==> src/uifc_pkg.sv <==
/*
 * constants shared by the interrupt identification / fifo control block:
 * register address, field positions, reset values and identification codes.
 * assumes nothing of its surroundings.
 */
package uifc_pkg;

	// ------------------------------------------------------------
	// register map
	// ------------------------------------------------------------
	localparam logic [31:0] UIFC_INT_IDENT_FIFO_CTRL_ADDR = 32'hb0002008;
	localparam logic [7:0] UIFC_IDENT_RESET = 8'h01;
	localparam logic [1:0] UIFC_CTRL2_RESET = 2'h0;
	localparam logic UIFC_CTRL1_RESET = 1'h0;

	// ------------------------------------------------------------
	// write-side field positions
	// ------------------------------------------------------------
	localparam int UIFC_FIFO_EN_POS = 0;
	localparam int UIFC_RX_RST_POS = 1;
	localparam int UIFC_TX_RST_POS = 2;
	localparam int UIFC_DMA_MODE_POS = 3;
	localparam int UIFC_TX_THR_LSB = 4;
	localparam int UIFC_RX_TRIG_LSB = 6;

	// ------------------------------------------------------------
	// read-side field positions and interrupt-enable bits
	// ------------------------------------------------------------
	localparam int UIFC_CODE_LSB = 0;
	localparam int UIFC_FIFOSTAT_LSB = 6;
	localparam int UIFC_IEN_RX_DATA = 0;
	localparam int UIFC_IEN_TX_EMPTY = 1;
	localparam int UIFC_IEN_LINE = 2;
	localparam int UIFC_IEN_MODEM = 3;
	localparam int UIFC_IEN_PROG_EMPTY = 7;

	// ------------------------------------------------------------
	// pending interrupt codes
	// ------------------------------------------------------------
	localparam logic [3:0] UIFC_CODE_MODEM = 4'h0;
	localparam logic [3:0] UIFC_CODE_NONE = 4'h1;
	localparam logic [3:0] UIFC_CODE_HOLD_EMPTY = 4'h2;
	localparam logic [3:0] UIFC_CODE_RX_DATA = 4'h4;
	localparam logic [3:0] UIFC_CODE_LINE = 4'h6;
	localparam logic [3:0] UIFC_CODE_BUSY = 4'h7;
	localparam logic [3:0] UIFC_CODE_TIMEOUT = 4'hc;
	localparam logic [1:0] UIFC_FIFOSTAT_ON = 2'h3;
	localparam logic [1:0] UIFC_FIFOSTAT_OFF = 2'h0;

	// ------------------------------------------------------------
	// dma signalling modes
	// ------------------------------------------------------------
	localparam logic UIFC_DMA_SINGLE = 1'b0;
	localparam logic UIFC_DMA_MULTI = 1'b1;

endpackage

==> src/uifc_lvl_if.sv <==
/*
 * carrier between the control block and its dma request generator.
 * assumes both ends run on the same clock.
 */
`timescale 1ns/1ns
interface uifc_lvl_if #(parameter int LW = 5) ();
	logic [LW-1:0] rx_level;
	logic [LW-1:0] tx_level;
	logic [LW-1:0] rx_trig_lvl;
	logic [LW-1:0] tx_thr_lvl;
	logic fifo_en;
	logic dma_mode;
	logic rx_rst;
	logic tx_rst;
	logic rx_timeout;
	modport ctl (output rx_level, tx_level, rx_trig_lvl, tx_thr_lvl, fifo_en, dma_mode,
		rx_rst, tx_rst, rx_timeout);
	modport dma (input rx_level, tx_level, rx_trig_lvl, tx_thr_lvl, fifo_en, dma_mode,
		rx_rst, tx_rst, rx_timeout);
endinterface

==> src/uifc_dma.sv <==
/*
 * dma request and single-request generator for both directions.
 * assumes fifo levels and settings arrive on the same clock.
 */
`timescale 1ns/1ns
module uifc_dma
	import uifc_pkg::*;
#(
	parameter int DEPTH = 16
) (
	input wire logic clk, // system clock
	input wire logic rst_b, // async reset, active low
	uifc_lvl_if.dma lv, // levels and settings
	output logic tx_req_n, // tx dma request, active low
	output logic tx_single_n, // tx single request, active low
	output logic rx_req_n, // rx dma request, active low
	output logic rx_single_n // rx single request, active low
);
	typedef struct packed {
		logic tx_req_n;
		logic tx_single_n;
		logic rx_req_n;
		logic rx_single_n;
	} uifc_dma_st_t;

	uifc_dma_st_t st_reg;
	uifc_dma_st_t st_next;
	logic tx_full;
	logic rx_empty;

	assign tx_full = int'(lv.tx_level) == DEPTH;
	assign rx_empty = lv.rx_level == '0;

	// request conditions per mode, kept active low so outputs leave flops directly
	always_comb begin
		st_next = st_reg;
		st_next.tx_single_n = tx_full;
		st_next.rx_single_n = rx_empty;
		if (lv.dma_mode == UIFC_DMA_SINGLE || !lv.fifo_en) begin
			st_next.tx_req_n = lv.tx_level != '0;
			st_next.rx_req_n = rx_empty;
		end else begin
			if (lv.tx_level <= lv.tx_thr_lvl) begin
				st_next.tx_req_n = 1'b0;
			end else if (tx_full) begin
				st_next.tx_req_n = 1'b1;
			end
			if (lv.rx_level >= lv.rx_trig_lvl || lv.rx_timeout) begin
				st_next.rx_req_n = 1'b0;
			end else if (rx_empty) begin
				st_next.rx_req_n = 1'b1;
			end
		end
		if (lv.rx_rst) begin
			st_next.rx_req_n = 1'b1;
			st_next.rx_single_n = 1'b1;
		end
		if (lv.tx_rst) begin
			st_next.tx_req_n = 1'b1;
			st_next.tx_single_n = 1'b1;
		end
	end

	// reset leaves every request deasserted
	always_ff @(posedge clk or negedge rst_b) begin
		if (!rst_b) begin
			st_reg <= '1;
		end else begin
			st_reg <= st_next;
		end
	end

	assign tx_req_n = st_reg.tx_req_n;
	assign tx_single_n = st_reg.tx_single_n;
	assign rx_req_n = st_reg.rx_req_n;
	assign rx_single_n = st_reg.rx_single_n;
endmodule

==> src/uifc_prio.sv <==
/*
 * priority encoder for pending interrupt sources.
 * assumes every source is already gated by its enable and is a level.
 */
`timescale 1ns/1ns
module uifc_prio
	import uifc_pkg::*;
(
	input wire logic line_pend, // receiver line status
	input wire logic rx_pend, // received data available
	input wire logic tmo_pend, // character timeout
	input wire logic hold_pend, // holding register empty
	input wire logic modem_pend, // modem status
	output logic [3:0] code // highest pending code
);
	// fixed order; the busy code is never produced
	always_comb begin
		if (line_pend) begin
			code = UIFC_CODE_LINE;
		end else if (rx_pend) begin
			code = UIFC_CODE_RX_DATA;
		end else if (tmo_pend) begin
			code = UIFC_CODE_TIMEOUT;
		end else if (hold_pend) begin
			code = UIFC_CODE_HOLD_EMPTY;
		end else if (modem_pend) begin
			code = UIFC_CODE_MODEM;
		end else begin
			code = UIFC_CODE_NONE;
		end
	end
endmodule

==> src/uifc_top.sv <==
/*
 * interrupt identification / fifo control of a serial port.
 * one address: reads give the identification view, writes the control view.
 * assumes the fifos, line status, modem status and interrupt-enable logic
 * sit beside it on the same clock and hand over their state as levels.
 */
// What this block does
// - reads show identification, writes change control
// - codes modem 0000, none 0001, empty 0010
// - codes rx data 0100, line 0110, timeout 1100
// - busy code 0111 never reported
// - identification bits 4 and 5 read zero
// - bits 6-7 read 11 enabled, 00 disabled
// - reset reads 0x01; upper 24 bits zero
// - bit 0 enables fifos; change resets both
// - bit 1 resets rx fifo, drops rx dma
// - bit 2 resets tx fifo, drops tx dma
// - both fifo reset bits clear themselves
// - bits 4-5 pick tx empty threshold
// - tx threshold steers tx dma request
// - bits 6-7 pick rx trigger level
// - auto flow control drops rts at trigger
// - rx trigger steers rx dma request
// - enable bit 1 and programmable mode bit 7
// - enable bit 0 gates rx data interrupt
`timescale 1ns/1ns
module uifc_top
	import uifc_pkg::*;
#(
	parameter int DEPTH = 16,
	parameter int LW = $clog2(DEPTH + 1)
) (
	input wire logic clk, // system clock, 25 mhz
	input wire logic rst_b, // async reset, active low
	input wire logic [31:0] addr, // register byte address
	input wire logic wr_en, // write strobe
	input wire logic rd_en, // read strobe
	input wire logic [31:0] wdata, // write data
	output logic [31:0] rdata, // read data, one cycle after rd_en
	input wire logic [7:0] int_enable, // interrupt-enable register
	input wire logic afce, // auto flow control enable
	input wire logic rts_request, // software rts request
	input wire logic line_status_pend, // receiver line status event
	input wire logic modem_status_pend, // modem status event
	input wire logic char_timeout, // character timeout event
	input wire logic thr_written, // holding register written
	input wire logic [LW-1:0] rx_level, // rx fifo fill level
	input wire logic [LW-1:0] tx_level, // tx fifo fill level
	output logic fifo_enable, // fifos enabled
	output logic rx_fifo_reset, // rx fifo control reset pulse
	output logic tx_fifo_reset, // tx fifo control reset pulse
	output logic rts_n, // request to send, active low
	output logic intr, // any enabled interrupt pending
	output logic dma_tx_req_n, // tx dma request, active low
	output logic dma_tx_single_n, // tx single request, active low
	output logic dma_rx_req_n, // rx dma request, active low
	output logic dma_rx_single_n // rx single request, active low
);

	// ------------------------------------------------------------
	// state
	// ------------------------------------------------------------
	typedef struct packed {
		logic fifo_enable_bit;
		logic dma_mode_select;
		logic [1:0] tx_empty_threshold;
		logic [1:0] rx_trigger_level;
		logic rx_fifo_reset_bit;
		logic tx_fifo_reset_bit;
		logic [7:0] rdata;
		logic holding_empty_event;
		logic hold_cond_d;
		logic rts_n;
		logic intr;
	} uifc_top_st_t;

	uifc_top_st_t st_reg;
	uifc_top_st_t st_next;

	uifc_lvl_if #(.LW(LW)) lv ();

	logic wr_hit;
	logic rd_hit;
	logic rx_data_irq_enable;
	logic tx_empty_irq_enable;
	logic programmable_empty_irq_mode;
	logic [LW-1:0] tx_thr_lvl;
	logic [LW-1:0] rx_trig_lvl;
	logic hold_cond;
	logic rx_avail;
	logic [3:0] pending_interrupt_code;
	logic [1:0] fifos_enabled_status;
	logic [7:0] interrupt_ident_view;
	logic [7:0] fifo_control_view;
	logic line_gated;
	logic rx_gated;
	logic tmo_gated;
	logic modem_gated;
	logic hold_armed;
	logic hold_rise;
	logic hold_clear;
	logic wr_fifo_en;
	logic wr_rx_rst;
	logic wr_tx_rst;
	logic wr_enable_flip;
	logic rts_flow_stop;
	logic [7:0] rd_value;

	// ------------------------------------------------------------
	// threshold decoders
	// ------------------------------------------------------------

	// tx empty threshold in characters
	function automatic logic [LW-1:0] tx_thr_decode(input logic [1:0] sel);
		logic [LW-1:0] v;
		v = '0;
		unique case (sel)
			2'h0: v = '0;
			2'h1: v = LW'(2);
			2'h2: v = LW'(DEPTH / 4);
			2'h3: v = LW'(DEPTH / 2);
		endcase
		return v;
	endfunction

	// rx trigger level in characters
	function automatic logic [LW-1:0] rx_trig_decode(input logic [1:0] sel);
		logic [LW-1:0] v;
		v = '0;
		unique case (sel)
			2'h0: v = LW'(1);
			2'h1: v = LW'(DEPTH / 4);
			2'h2: v = LW'(DEPTH / 2);
			2'h3: v = LW'(DEPTH - 2);
		endcase
		return v;
	endfunction

	// ------------------------------------------------------------
	// address decode
	// ------------------------------------------------------------

	// the same address answers both directions
	assign wr_hit = wr_en && (addr == UIFC_INT_IDENT_FIFO_CTRL_ADDR);
	assign rd_hit = rd_en && (addr == UIFC_INT_IDENT_FIFO_CTRL_ADDR);

	// ------------------------------------------------------------
	// control writes
	// ------------------------------------------------------------

	// fields of the written byte
	assign wr_fifo_en = wdata[UIFC_FIFO_EN_POS];
	assign wr_rx_rst = wdata[UIFC_RX_RST_POS];
	assign wr_tx_rst = wdata[UIFC_TX_RST_POS];

	// any change of the enable resets both fifos
	assign wr_enable_flip = wr_hit && (wr_fifo_en != fifo_control_view[UIFC_FIFO_EN_POS]);

	// ------------------------------------------------------------
	// interrupt enables
	// ------------------------------------------------------------
	assign rx_data_irq_enable = int_enable[UIFC_IEN_RX_DATA];
	assign tx_empty_irq_enable = int_enable[UIFC_IEN_TX_EMPTY];
	assign programmable_empty_irq_mode = int_enable[UIFC_IEN_PROG_EMPTY]
		&& st_reg.fifo_enable_bit;

	// ------------------------------------------------------------
	// fill-level conditions
	// ------------------------------------------------------------

	// thresholds follow the control view; with fifos off only one slot counts
	assign tx_thr_lvl = tx_thr_decode(st_reg.tx_empty_threshold);
	assign rx_trig_lvl = st_reg.fifo_enable_bit ?
		rx_trig_decode(st_reg.rx_trigger_level) : LW'(1);

	// holding empty: at or below threshold in programmable mode, else empty
	assign hold_cond = programmable_empty_irq_mode ?
		(tx_level <= tx_thr_lvl) : (tx_level == '0);

	// received data reaches the selected trigger level
	assign rx_avail = rx_level >= rx_trig_lvl;

	// flow control holds rts off from the trigger level on
	assign rts_flow_stop = afce && st_reg.fifo_enable_bit && rx_avail;

	// ------------------------------------------------------------
	// interrupt sources
	// ------------------------------------------------------------

	// each source counts only while its enable bit is set
	assign line_gated = line_status_pend && int_enable[UIFC_IEN_LINE];
	assign rx_gated = rx_avail && rx_data_irq_enable;
	assign tmo_gated = char_timeout && rx_data_irq_enable;
	assign modem_gated = modem_status_pend && int_enable[UIFC_IEN_MODEM];

	// holding empty is edge-armed so a steady empty fifo raises it once
	assign hold_armed = hold_cond && tx_empty_irq_enable;
	assign hold_rise = hold_armed && !st_reg.hold_cond_d;
	assign hold_clear = (rd_hit && pending_interrupt_code == UIFC_CODE_HOLD_EMPTY)
		|| thr_written || !tx_empty_irq_enable;

	// ------------------------------------------------------------
	// priority and views
	// ------------------------------------------------------------
	uifc_prio u_prio (
		.line_pend(line_gated),
		.rx_pend(rx_gated),
		.tmo_pend(tmo_gated),
		.hold_pend(st_reg.holding_empty_event),
		.modem_pend(modem_gated),
		.code(pending_interrupt_code)
	);

	// upper status bits mirror the fifo enable
	assign fifos_enabled_status = st_reg.fifo_enable_bit ?
		UIFC_FIFOSTAT_ON : UIFC_FIFOSTAT_OFF;

	// reserved bits 4 and 5 are constant zero
	assign interrupt_ident_view = {fifos_enabled_status, 2'h0,
		pending_interrupt_code};

	// reads of any other address return zero
	assign rd_value = rd_hit ? interrupt_ident_view : 8'h00;

	// write-side view as held; reset bits are pulses
	assign fifo_control_view = {st_reg.rx_trigger_level, st_reg.tx_empty_threshold,
		st_reg.dma_mode_select, st_reg.tx_fifo_reset_bit, st_reg.rx_fifo_reset_bit,
		st_reg.fifo_enable_bit};

	// ------------------------------------------------------------
	// next state
	// ------------------------------------------------------------
	always_comb begin
		st_next = st_reg;

		// reset pulses last one cycle
		st_next.rx_fifo_reset_bit = 1'b0;
		st_next.tx_fifo_reset_bit = 1'b0;

		// control view changes only on writes
		if (wr_hit) begin
			st_next.fifo_enable_bit = wr_fifo_en;
			st_next.dma_mode_select = wdata[UIFC_DMA_MODE_POS];
			st_next.tx_empty_threshold = wdata[UIFC_TX_THR_LSB +: 2];
			st_next.rx_trigger_level = wdata[UIFC_RX_TRIG_LSB +: 2];
			if (wr_rx_rst) begin
				st_next.rx_fifo_reset_bit = 1'b1;
			end
			if (wr_tx_rst) begin
				st_next.tx_fifo_reset_bit = 1'b1;
			end
			if (wr_enable_flip) begin
				st_next.rx_fifo_reset_bit = 1'b1;
				st_next.tx_fifo_reset_bit = 1'b1;
			end
		end

		// read data; unmapped reads return zero
		if (rd_en) begin
			st_next.rdata = rd_value;
		end

		// holding empty event: reading it or a write to the holding
		// register clears it; a new rising condition wins over the clear
		st_next.hold_cond_d = hold_armed;
		if (hold_clear) begin
			st_next.holding_empty_event = 1'b0;
		end
		if (hold_rise) begin
			st_next.holding_empty_event = 1'b1;
		end

		// rts: flow control drops it at the trigger level
		if (rts_flow_stop) begin
			st_next.rts_n = 1'b1;
		end else begin
			st_next.rts_n = !rts_request;
		end

		// summary interrupt level
		st_next.intr = pending_interrupt_code != UIFC_CODE_NONE;
	end

	// ------------------------------------------------------------
	// registers
	// ------------------------------------------------------------

	// reset leaves the view at no interrupt, fifos off
	always_ff @(posedge clk or negedge rst_b) begin
		if (!rst_b) begin
			st_reg.fifo_enable_bit <= UIFC_CTRL1_RESET;
			st_reg.dma_mode_select <= UIFC_CTRL1_RESET;
			st_reg.tx_empty_threshold <= UIFC_CTRL2_RESET;
			st_reg.rx_trigger_level <= UIFC_CTRL2_RESET;
			st_reg.rx_fifo_reset_bit <= 1'b0;
			st_reg.tx_fifo_reset_bit <= 1'b0;
			st_reg.rdata <= UIFC_IDENT_RESET;
			st_reg.holding_empty_event <= 1'b0;
			st_reg.hold_cond_d <= 1'b0;
			st_reg.rts_n <= 1'b1;
			st_reg.intr <= 1'b0;
		end else begin
			st_reg <= st_next;
		end
	end

	// ------------------------------------------------------------
	// dma request generator
	// ------------------------------------------------------------
	assign lv.rx_level = rx_level;
	assign lv.tx_level = tx_level;
	assign lv.rx_trig_lvl = rx_trig_lvl;
	assign lv.tx_thr_lvl = tx_thr_lvl;
	assign lv.fifo_en = st_reg.fifo_enable_bit;
	assign lv.dma_mode = st_reg.dma_mode_select;
	assign lv.rx_rst = st_next.rx_fifo_reset_bit;
	assign lv.tx_rst = st_next.tx_fifo_reset_bit;
	assign lv.rx_timeout = char_timeout;

	uifc_dma #(.DEPTH(DEPTH)) u_dma (
		.clk(clk),
		.rst_b(rst_b),
		.lv(lv.dma),
		.tx_req_n(dma_tx_req_n),
		.tx_single_n(dma_tx_single_n),
		.rx_req_n(dma_rx_req_n),
		.rx_single_n(dma_rx_single_n)
	);

	// ------------------------------------------------------------
	// outputs
	// ------------------------------------------------------------

	// upper 24 bits of the word are always zero
	assign rdata = {24'h000000, st_reg.rdata};
	assign fifo_enable = st_reg.fifo_enable_bit;
	assign rx_fifo_reset = st_reg.rx_fifo_reset_bit;
	assign tx_fifo_reset = st_reg.tx_fifo_reset_bit;
	assign rts_n = st_reg.rts_n;
	assign intr = st_reg.intr;

endmodule

==> config.mk <==
export PLATFORM = sky130hd
export DESIGN_NAME = uifc_top
export DESIGN_NICKNAME = d
export VERILOG_FILES = /design/src/uifc_pkg.sv /design/src/uifc_lvl_if.sv /design/src/uifc_dma.sv /design/src/uifc_prio.sv /design/src/uifc_top.sv
export SDC_FILE = /design/constraint.sdc
export NUM_CORES = 1
export LEC_CHECK = 0
export BUFFER_PORTS_ARGS = -buffer_cell sky130_fd_sc_hd__buf_2
export CAP_MARGIN = 10
export CELL_PAD_IN_SITES_DETAIL_PLACEMENT = 1
export CELL_PAD_IN_SITES_GLOBAL_PLACEMENT = 1
export CORE_MARGIN = 2
export CORE_UTILIZATION = 30
export CTS_CLUSTER_SIZE = 24
export DETAILED_ROUTE_END_ITERATION = 10
export GPL_ROUTABILITY_DRIVEN = 1
export PLACE_DENSITY = 0.85
export RECOVER_POWER = 25
export SKIP_CTS_REPAIR_TIMING = 1
export SLEW_MARGIN = 15
export SYNTH_ARGS = -nofsm -noshare
export SYNTH_HDL_FRONTEND = slang
export SYNTH_HIERARCHICAL = 1
export SYNTH_SLANG_ARGS = --single-unit
==> constraint.sdc <==
create_clock -name clk -period 8.5 [get_ports clk]
set_input_delay 0.425 -clock clk [delete_from_list [all_inputs] [get_ports clk]]
set_output_delay 0.425 -clock clk [all_outputs]
set_load 0.005 [all_outputs]
==> results of run 1 <==
==> worst max-delay path, delay by kind of cell, from the launching register on <==
kind | cells | cell delay, ns
buffers and inverters | 1 | 0.13
DFF | 1 | 0.62
adders and majority gates | 1 | 0.26
and+or+nand+nor | 7 | 1.64
AOI/OAI and AO/OA | 3 | 0.68
==> logic make-up after synthesis <==
family	count (synthesis)	synth area share
flops	21	0.298
compound gates	30	0.112
buf+inv	61	0.204
fa+ha+maj	17	0.119
mux	6	0.0504
other cells	1	0.00210
simple gates	58	0.209
xor+xnor	1	0.00490
==> report_power, final <==
part | internal, W | switching (W)
clock network | 0.0000333 | 0.0000312
logic | 0.0000193 | 0.0000213
registers | 0.000101 | 0.000000300
total | 0.000154 | 0.0000529
==> placed cells by master, fill, tap and decap left out, types with 2 or more instances in the layout <==
cell type and count:
mux2_4 6, clkbuf_1 2, nand3_1 9, clkbuf_8 3, nor3_2 2, and2_1 3, ha_1 17, dfstp_2 6
nor4_1 4, conb_1 29, buf_2 78, nor2b_1 4, inv_1 26, and3_1 2, nand4_1 2, o21ai_0 10
o21a_1 3, nor4b_2 3, dfrtp_1 15, a21o_1 3, nand2_1 10, nor2_1 7, a31oi_1 2, nand2b_1 2
a21oi_1 3
==> through the flow <==
step	utilization	setup slack (ns)	hold slack (ns)
2_1_floorplan	-	5.35	0.129
3_3_place_gp	0.361	5.09	0.404
3_5_place_dp	0.361	4.98	0.416
4_1_cts	0.369	4.97	0.134
5_1_grt	0.369	4.73	0.305
6_report	0.369	5.03	0.313
==> cells in the mapped netlist (2+ instances only) <==
| master | count |
|---|---|
| and3_1 | 2 |
| clkbuf_1 | 2 |
| nand2_1 | 10 |
| a31oi_1 | 2 |
| buf_4 | 32 |
| and2_1 | 3 |
| nor3_2 | 2 |
| nand3_1 | 9 |
| mux2_4 | 6 |
| nor2b_1 | 4 |
| inv_1 | 26 |
| o21a_1 | 3 |
| ha_1 | 17 |
| nor4b_2 | 3 |
| nand2b_1 | 2 |
| a21oi_1 | 3 |
| a21o_1 | 3 |
| o21ai_0 | 10 |
| nand4_1 | 2 |
| dfstp_2 | 6 |
| nor2_1 | 7 |
| dfrtp_1 | 15 |
| nor4_1 | 4 |
==> worst paths after layout <==
path,from,endpoint,cells past startpoint
setup / recovery,fifo_enable,intr,12
hold / removal,rts_request,rts_n,2
setup reg to reg,fifo_enable,intr,12
hold reg to reg,rdata[0],rdata[0],2
max in group asynchronous,rst_b,st_reg[2],1
min in group asynchronous,rst_b,tx_fifo_reset,1
==> metal layers <==
| metal | wire length, µm | global-route usage |
|---|---|---|
| met3 | 341 | 0.0267 |
| met2 | 2130 | 0.234 |
| met4 | 33 | 0.0356 |
| met1 | 1810 | 0.161 |
| met5 | 0 | 0 |
==> area by class of cell <==
type,count,share of cell area
sequential,21,0.247
multi-input combinational,141,0.461
inverter,26,0.0452
tap,75,0.0435
timing repair buffer,79,0.183
clock buffer,4,0.0209
==> flow_summary.yaml, run 1 <==
sta:
  drv_slew: 0
  fin_crit_sh: 0.408
  setup_viol: 0
  tightestPinTransition_ns: 1.14
  skew_ns: 0.00430
  finalHoldViolations: 0
  fin_tns_setup_ns: 0
  rsz0062_at_grt: "no"
  period_needed_ns: 3.47
  relSlewSlack: 0.237
  clock.fmax_mhz: 288
synth:
  syn_avg_cell_area_um2: 9.16
  synth_top_cells_by_area: "dfrtp_1 21%, buf_4 13%, ha_1 12%"
  synth_edf_count: 0
  syn_area_mm2: 0.00179
  ys_seq_elements: 21
  yosysWarnings: 6
  seq_area_frac_synth: 0.298
  syn_inst: 195
  ys_types: 45
  synthArstFlopShare: 1.00
  synth_top_cell_area_share: 0.210
  ys.flop_type: "dfrtp_1"
  synth_area_leader_cell: "dfrtp_1"
critical_path:
  critPathKind: "flop to flop"
  critPathCaptureType: "flop"
  worstPathCellList: "nand2_1 > inv_1 > nor2_1 > ha_1 > nand2b_1 > a21o_1 > a21o_1 > a211oi_1 > nor2b_1 > or3_4 > nor3_2 > or4b_2"
  cp_common_cell: "a21o_1"
  crit_path_start_kind: "flop"
  crit_required_ns: 8.62
  worstPathMaxFanout: 12
  critPathSlowestCell: "dfrtp_1"
  r2r_slack_ns: 5.03
  max_stage_delay_ns: 0.62
  cp_data_arrival_time_ns: 3.58
grt:
  grt_pass1_wl_mm: 6.74
  grt.overflow.total: 0
  antenna_found_initial: 0
  grt_max_degree: 22
  grt_usage: 0.132
  grt_pass1_vias: 1531
power:
  p_leak_nw: 1.13
  vdd_drop_max_v: 0.0000471
  powerDensity_mw_per_mm2: 95.8
  p_total_w: 0.000207
cts:
  path_clk_slew_ns: 0.08
  ctsHtreeMaxLevel: 1
  clockBufferDepth: 2
  cts_tree: "built"
  numCtsBuffers: 3
  cts_root_buf: "clkbuf_8"
  clock-sinks: 21
  clk_latency_ns: 0.25
run:
  max-cap-violations: 0
floorplan:
  die_width_um: 81.2
  pin_count: 133
  fp.dieH_um: 81.2
  row_count: 28
  core_region_area_mm2: 0.00585
  die_area_mm2: 0.00659
  initial_utilization: 0.305
route:
  vias: 1538
  via_per_inst: 4.45
  antenna_left: 0
  drt_iter0_markers: 32
  routed_wl_mm: 4.31
  drt_pass1_iterations: 4
  drcViolationCount: 0
  wl_per_cell_um: 12.5
cells_and_area:
  num_antenna_cells: 0
  largest_reg_flops: 5
  multi_input_area_um2: 993
  final_cell_count_no_fill: 346
  fin_nets: 381
  drive_gt1_frac: 0.387
  syn_to_final_growth_pct: 20.7
  seq_area_um2: 533
  design_area_mm2: 0.00216
  fill_cells: 736
placement:
  dpl_cell_area_mm2: 0.00211
  gp_congestion: 0.765
  port_buffers: 79
  dp_cells: 342
  dp_hpwl_mm: 3.78
status:
  status: "completed"
hold_path:
  hp-class: "primary input to flop"
Power figures use the tool's default switching activity.
==> inputs of run 2 (changes only) <==
- CORE_UTILIZATION: 30 -> 25
- PLACE_DENSITY: 0.85 -> 0.76
- clock period: 8.5 -> 3 ns (I/O delays scaled with it)
==> flow_summary.yaml, run 2 (same netlist as run 1, synthesis figures left out) <==
critical_path:
  r2r_cells: 12
  critPathKind: "flop to flop"
  cp_data_arrival_time_ns: 2.99
  crit_required_ns: 3.13
  crit_path_start_kind: "flop"
  worstPathCellList: "nand2_2 > inv_2 > nor2_4 > ha_1 > nand2b_4 > a21o_1 > a21o_1 > a211oi_2 > nor2b_2 > or3_4 > nor3_4 > or4b_4"
  max_stage_delay_ns: 0.46
  cp_common_cell: "a21o_1"
  critPathSlowestCell: "or4b_4"
  worstPathMaxFanout: 4
  critPathCaptureType: "flop"
sta:
  finalHoldViolations: 0
  holdWs_ns: 0.0689
  relSlewSlack: 0.225
  period_needed_ns: 2.86
  tightestPinTransition_ns: 1.16
  skew_ns: 0.00348
  drv_slew: 0
  setup_viol: 0
  fin_tns_setup_ns: 0
  rsz0062_at_grt: "no"
  clock.fmax_mhz: 350
  fin_crit_sh: 0.952
grt:
  grt_pass1_vias: 1586
  grt_usage: 0.114
  grt_pass1_wl_mm: 7.02
  grt.overflow.total: 0
  grt_max_degree: 22
  antenna_found_initial: 0
floorplan:
  initial_utilization: 0.260
  row_count: 30
  die_width_um: 88.5
  die_area_mm2: 0.00784
  fp.dieH_um: 88.5
  pin_count: 133
  core_region_area_mm2: 0.00687
cells_and_area:
  layout_commonest_cell: "buf_2"
  most-common-layout-cells: "78 x buf_2, 29 x conb_1, 25 x inv_1"
  num_antenna_cells: 0
  drive_gt1_frac: 0.425
  fin_nets: 385
  largest_reg_flops: 5
  design_area_mm2: 0.00226
  syn_to_final_growth_pct: 26.5
power:
  p_comb_frac: 0.206
  p_sw_frac: 0.262
  switchingPower_w: 0.000157
  vdd_drop_max_v: 0.0000861
  pwr-share-clk: 0.312
  p_seq_frac: 0.481
  powerDensity_mw_per_mm2: 264
  p_total_w: 0.000597
  p_leak_nw: 1.16
  p_int_w: 0.000441
placement:
  port_buffers: 79
  dp_hpwl_mm: 3.95
  gp_congestion: 0.844
  dpl_cell_area_mm2: 0.00216
cts:
  cts_root_buf: "clkbuf_8"
  numCtsBuffers: 3
  clk_latency_ns: 0.26
  path_clk_slew_ns: 0.08
  ctsHtreeMaxLevel: 1
  cts_tree: "built"
  clock-sinks: 21
  clockBufferDepth: 2
run:
  max-cap-violations: 0
hold_path:
  hp-class: "primary input to flop"
  hold_depth: 2
route:
  drt_pass1_iterations: 4
  wl_per_cell_um: 12.2
  vias: 1553
  drt_iter0_markers: 28
  via_per_inst: 4.19
  antenna_left: 0
  routed_wl_mm: 4.54
  drcViolationCount: 0
status:
  status: "completed"
==> run 2: power by group through the flow <==
stage	logic (W)	clock network [W]	registers [W]
after floorplan	0.0000757	0	0.000293
after global placement	0.000114	0	0.000293
after detailed placement	0.000119	0	0.000293
after CTS	0.000120	0.000196	0.000288
after global routing	0.000141	0.000208	0.000288
final	0.000123	0.000187	0.000288
==> run 2: layout make-up <==
class / instances / area (µm²)
clock buffers: 4 / 45.0
multi-input cells: 141 / 1040
repair buffers: 83 / 427
fillers: 838 / 4610
well taps: 96 / 120
flip-flops and latches: 21 / 534
inverters: 26 / 97.6
==> run 2: path summary, 6_finish.rpt <==
| kind | startpoint | to | slack, ns |
|---|---|---|---|
| hold reg to reg | rdata[0] | rdata[0] | 0.48 |
| min in group asynchronous | rst_b | lv.dma_mode | 0.64 |
| setup / recovery | fifo_enable | intr | 0.14 |
| hold / removal | rts_request | rts_n | 0.07 |
| setup reg to reg | fifo_enable | intr | 0.14 |
| max in group asynchronous | rst_b | fifo_enable | 1.59 |
==> run 2: stage by stage <==
stage	setup WS (ns)	instances	utilization
after global placement	0.0405	364	0.315
after CTS	-0.0551	368	0.322
after detailed placement	-0.0321	364	0.315
final	0.143	371	0.329
after global routing	0.00945	371	0.329
after floorplan	0.0557	223	-
==> run 2: critical path, delay by kind of cell (launching register included) <==
family	cells	cell delay, ns
compound gates	3	0.62
fa+ha+maj	1	0.23
buf+inv	1	0.05
flops	1	0.44
simple gates	7	1.39
==> run 2: layer usage <==
layer | routed length [µm] | GRT usage
met5 | 0 | 0
met4 | 40 | 0.0331
met3 | 347 | 0.0196
met2 | 2260 | 0.209
met1 | 1890 | 0.135
==> inputs of run 3 (changes only) <==
- CORE_UTILIZATION: 25 -> 26
- CTS_BUF_LIST: default -> sky130_fd_sc_hd__clkbuf_4
- PLACE_DENSITY: 0.76 -> 0.78
- SETUP_SLACK_MARGIN: default -> 0.1
==> flow_summary.yaml, run 3 (same netlist as run 1, synthesis figures left out) <==
sta:
  rsz0062_at_grt: "yes"
  drv_slew: 0
  fin_crit_sh: 0.973
  fin_tns_setup_ns: 0
  clock.fmax_mhz: 343
  setup_viol: 0
  period_needed_ns: 2.92
  tightestPinTransition_ns: 1.17
  relSlewSlack: 0.222
  finalHoldViolations: 0
  skew_ns: 0.00739
status:
  status: "completed"
placement:
  dpl_cell_area_mm2: 0.00215
  gp_congestion: 0.835
  dp_hpwl_mm: 3.95
  port_buffers: 79
  dp_cells: 348
route:
  antenna_left: 0
  wl_met1_mm: 1.82
  routed_wl_mm: 4.65
  drt_pass1_iterations: 5
  met2RoutedLength_mm: 2.42
  wl_per_cell_um: 12.9
  met3WireLength_um: 383
  top_layer: "met4"
  vias: 1623
  via_per_inst: 4.51
  drcViolationCount: 0
  drt_iter0_markers: 55
cells_and_area:
  drive_gt1_frac: 0.446
  largest_reg_flops: 5
  syn_to_final_growth_pct: 27.7
  num_antenna_cells: 0
  seq_area_um2: 534
  final_cell_count_no_fill: 360
  multi_input_area_mm2: 0.00105
  layout_commonest_cell: "buf_2"
  fin_nets: 390
  fill_cells: 835
  most-common-layout-cells: "78 x buf_2, 29 x conb_1, 24 x inv_1"
  design_area_mm2: 0.00228
cts:
  clk_latency_ns: 0.29
  clockBufferDepth: 2
  cts_tree: "built"
  numCtsBuffers: 3
  clock-sinks: 21
  ctsHtreeMaxLevel: 1
  path_clk_slew_ns: 0.12
  cts_root_buf: "clkbuf_4"
grt:
  grt.overflow.total: 0
  grt_pass1_vias: 1631
  grt_usage: 0.122
  antenna_found_initial: 1
  grt_pass1_wl_mm: 7.36
  grt_max_degree: 22
power:
  p_comb_frac: 0.231
  p_sw_frac: 0.267
  powerDensity_mw_per_mm2: 246
  pwr-share-clk: 0.255
  p_seq_frac: 0.514
  p_int_w: 0.000411
  p_leak_nw: 1.20
  switchingPower_w: 0.000149
  vdd_drop_max_v: 0.0000882
run:
  max-cap-violations: 0
floorplan:
  pin_count: 133
  die_width_um: 86.9
  core_region_area_mm2: 0.00672
  initial_utilization: 0.266
  die_area_mm2: 0.00755
  row_count: 30
  fp.dieH_um: 86.9
critical_path:
  crit_path_start_kind: "flop"
  critPathKind: "flop to flop"
  critPathCaptureType: "flop"
  crit_required_ns: 3.17
  cp_data_arrival_time_ns: 3.09
  worstPathMaxFanout: 4
hold_path:
  hp-class: "primary input to flop"
[run 3: cell types whose count changed in the layout (fill, tap and decap cells not counted), sizes merged]
cell  delta
buf      +5
[run 3: layer usage]
layer | vias to the layer above | GRT usage
li1 | 777 | -
met1 | 767 | 0.144
met2 | 77 | 0.229
met3 | 2 | 0.0171
met4 | 0 | 0.0327
met5 | - | 0
[run 3: layout make-up]
cell class	instances	area share
Multi-Input combinational cell	141	0.462
Sequential cell	21	0.234
Timing Repair Buffer	88	0.204
Tap cell	80	0.0439
Inverter	26	0.0428
Clock buffer	4	0.0132
[run 3: final timing paths]
kind | endpoint | slack [ns] | start | depth (start not counted)
min reg2reg | rdata[0] | 0.50 | rdata[0] | 2
max | intr | 0.08 | fifo_enable | 12
min | rts_n | 0.02 | rts_request | 2
max in group asynchronous | fifo_enable | 1.63 | rst_b | 2
min in group asynchronous | fifo_control_view[6] | 0.60 | rst_b | 2
max reg2reg | intr | 0.08 | fifo_enable | 12
[run 3: through the flow]
step	hold slack (ns)	worst slack, ns	power, W	utilization
finish	0.0167	0.0819	0.000560	0.339
global route	0.00649	-0.0580	0.000603	0.339
CTS	-0.193	-0.00858	0.000561	0.325
detailed placement	0.141	0.0196	0.000413	0.321
global placement	0.139	0.0616	0.000407	0.321
floorplan	-0.146	0.101	0.000369	-
[run 3: power groups by stage]
stage               registers, W  clock network (W)  logic [W]
CTS                     0.000288           0.000152   0.000121
detailed placement      0.000293                  0   0.000120
global placement        0.000293                  0   0.000115
floorplan               0.000293                  0  0.0000757
global route            0.000288           0.000167   0.000148
finish                  0.000288           0.000143   0.000129
[run 3: worst max-delay path, cell delays in order, from the launching register on]
cell and delay, ns:
dfrtp_2 0.47, nand2_2 0.10, inv_2 0.06, nor2_4 0.13
ha_4 0.20, nand2b_4 0.13, a21o_1 0.15, a21o_1 0.19
a211oi_2 0.28, nor2b_2 0.09, or3_4 0.37, nor3_4 0.16
or4b_4 0.47
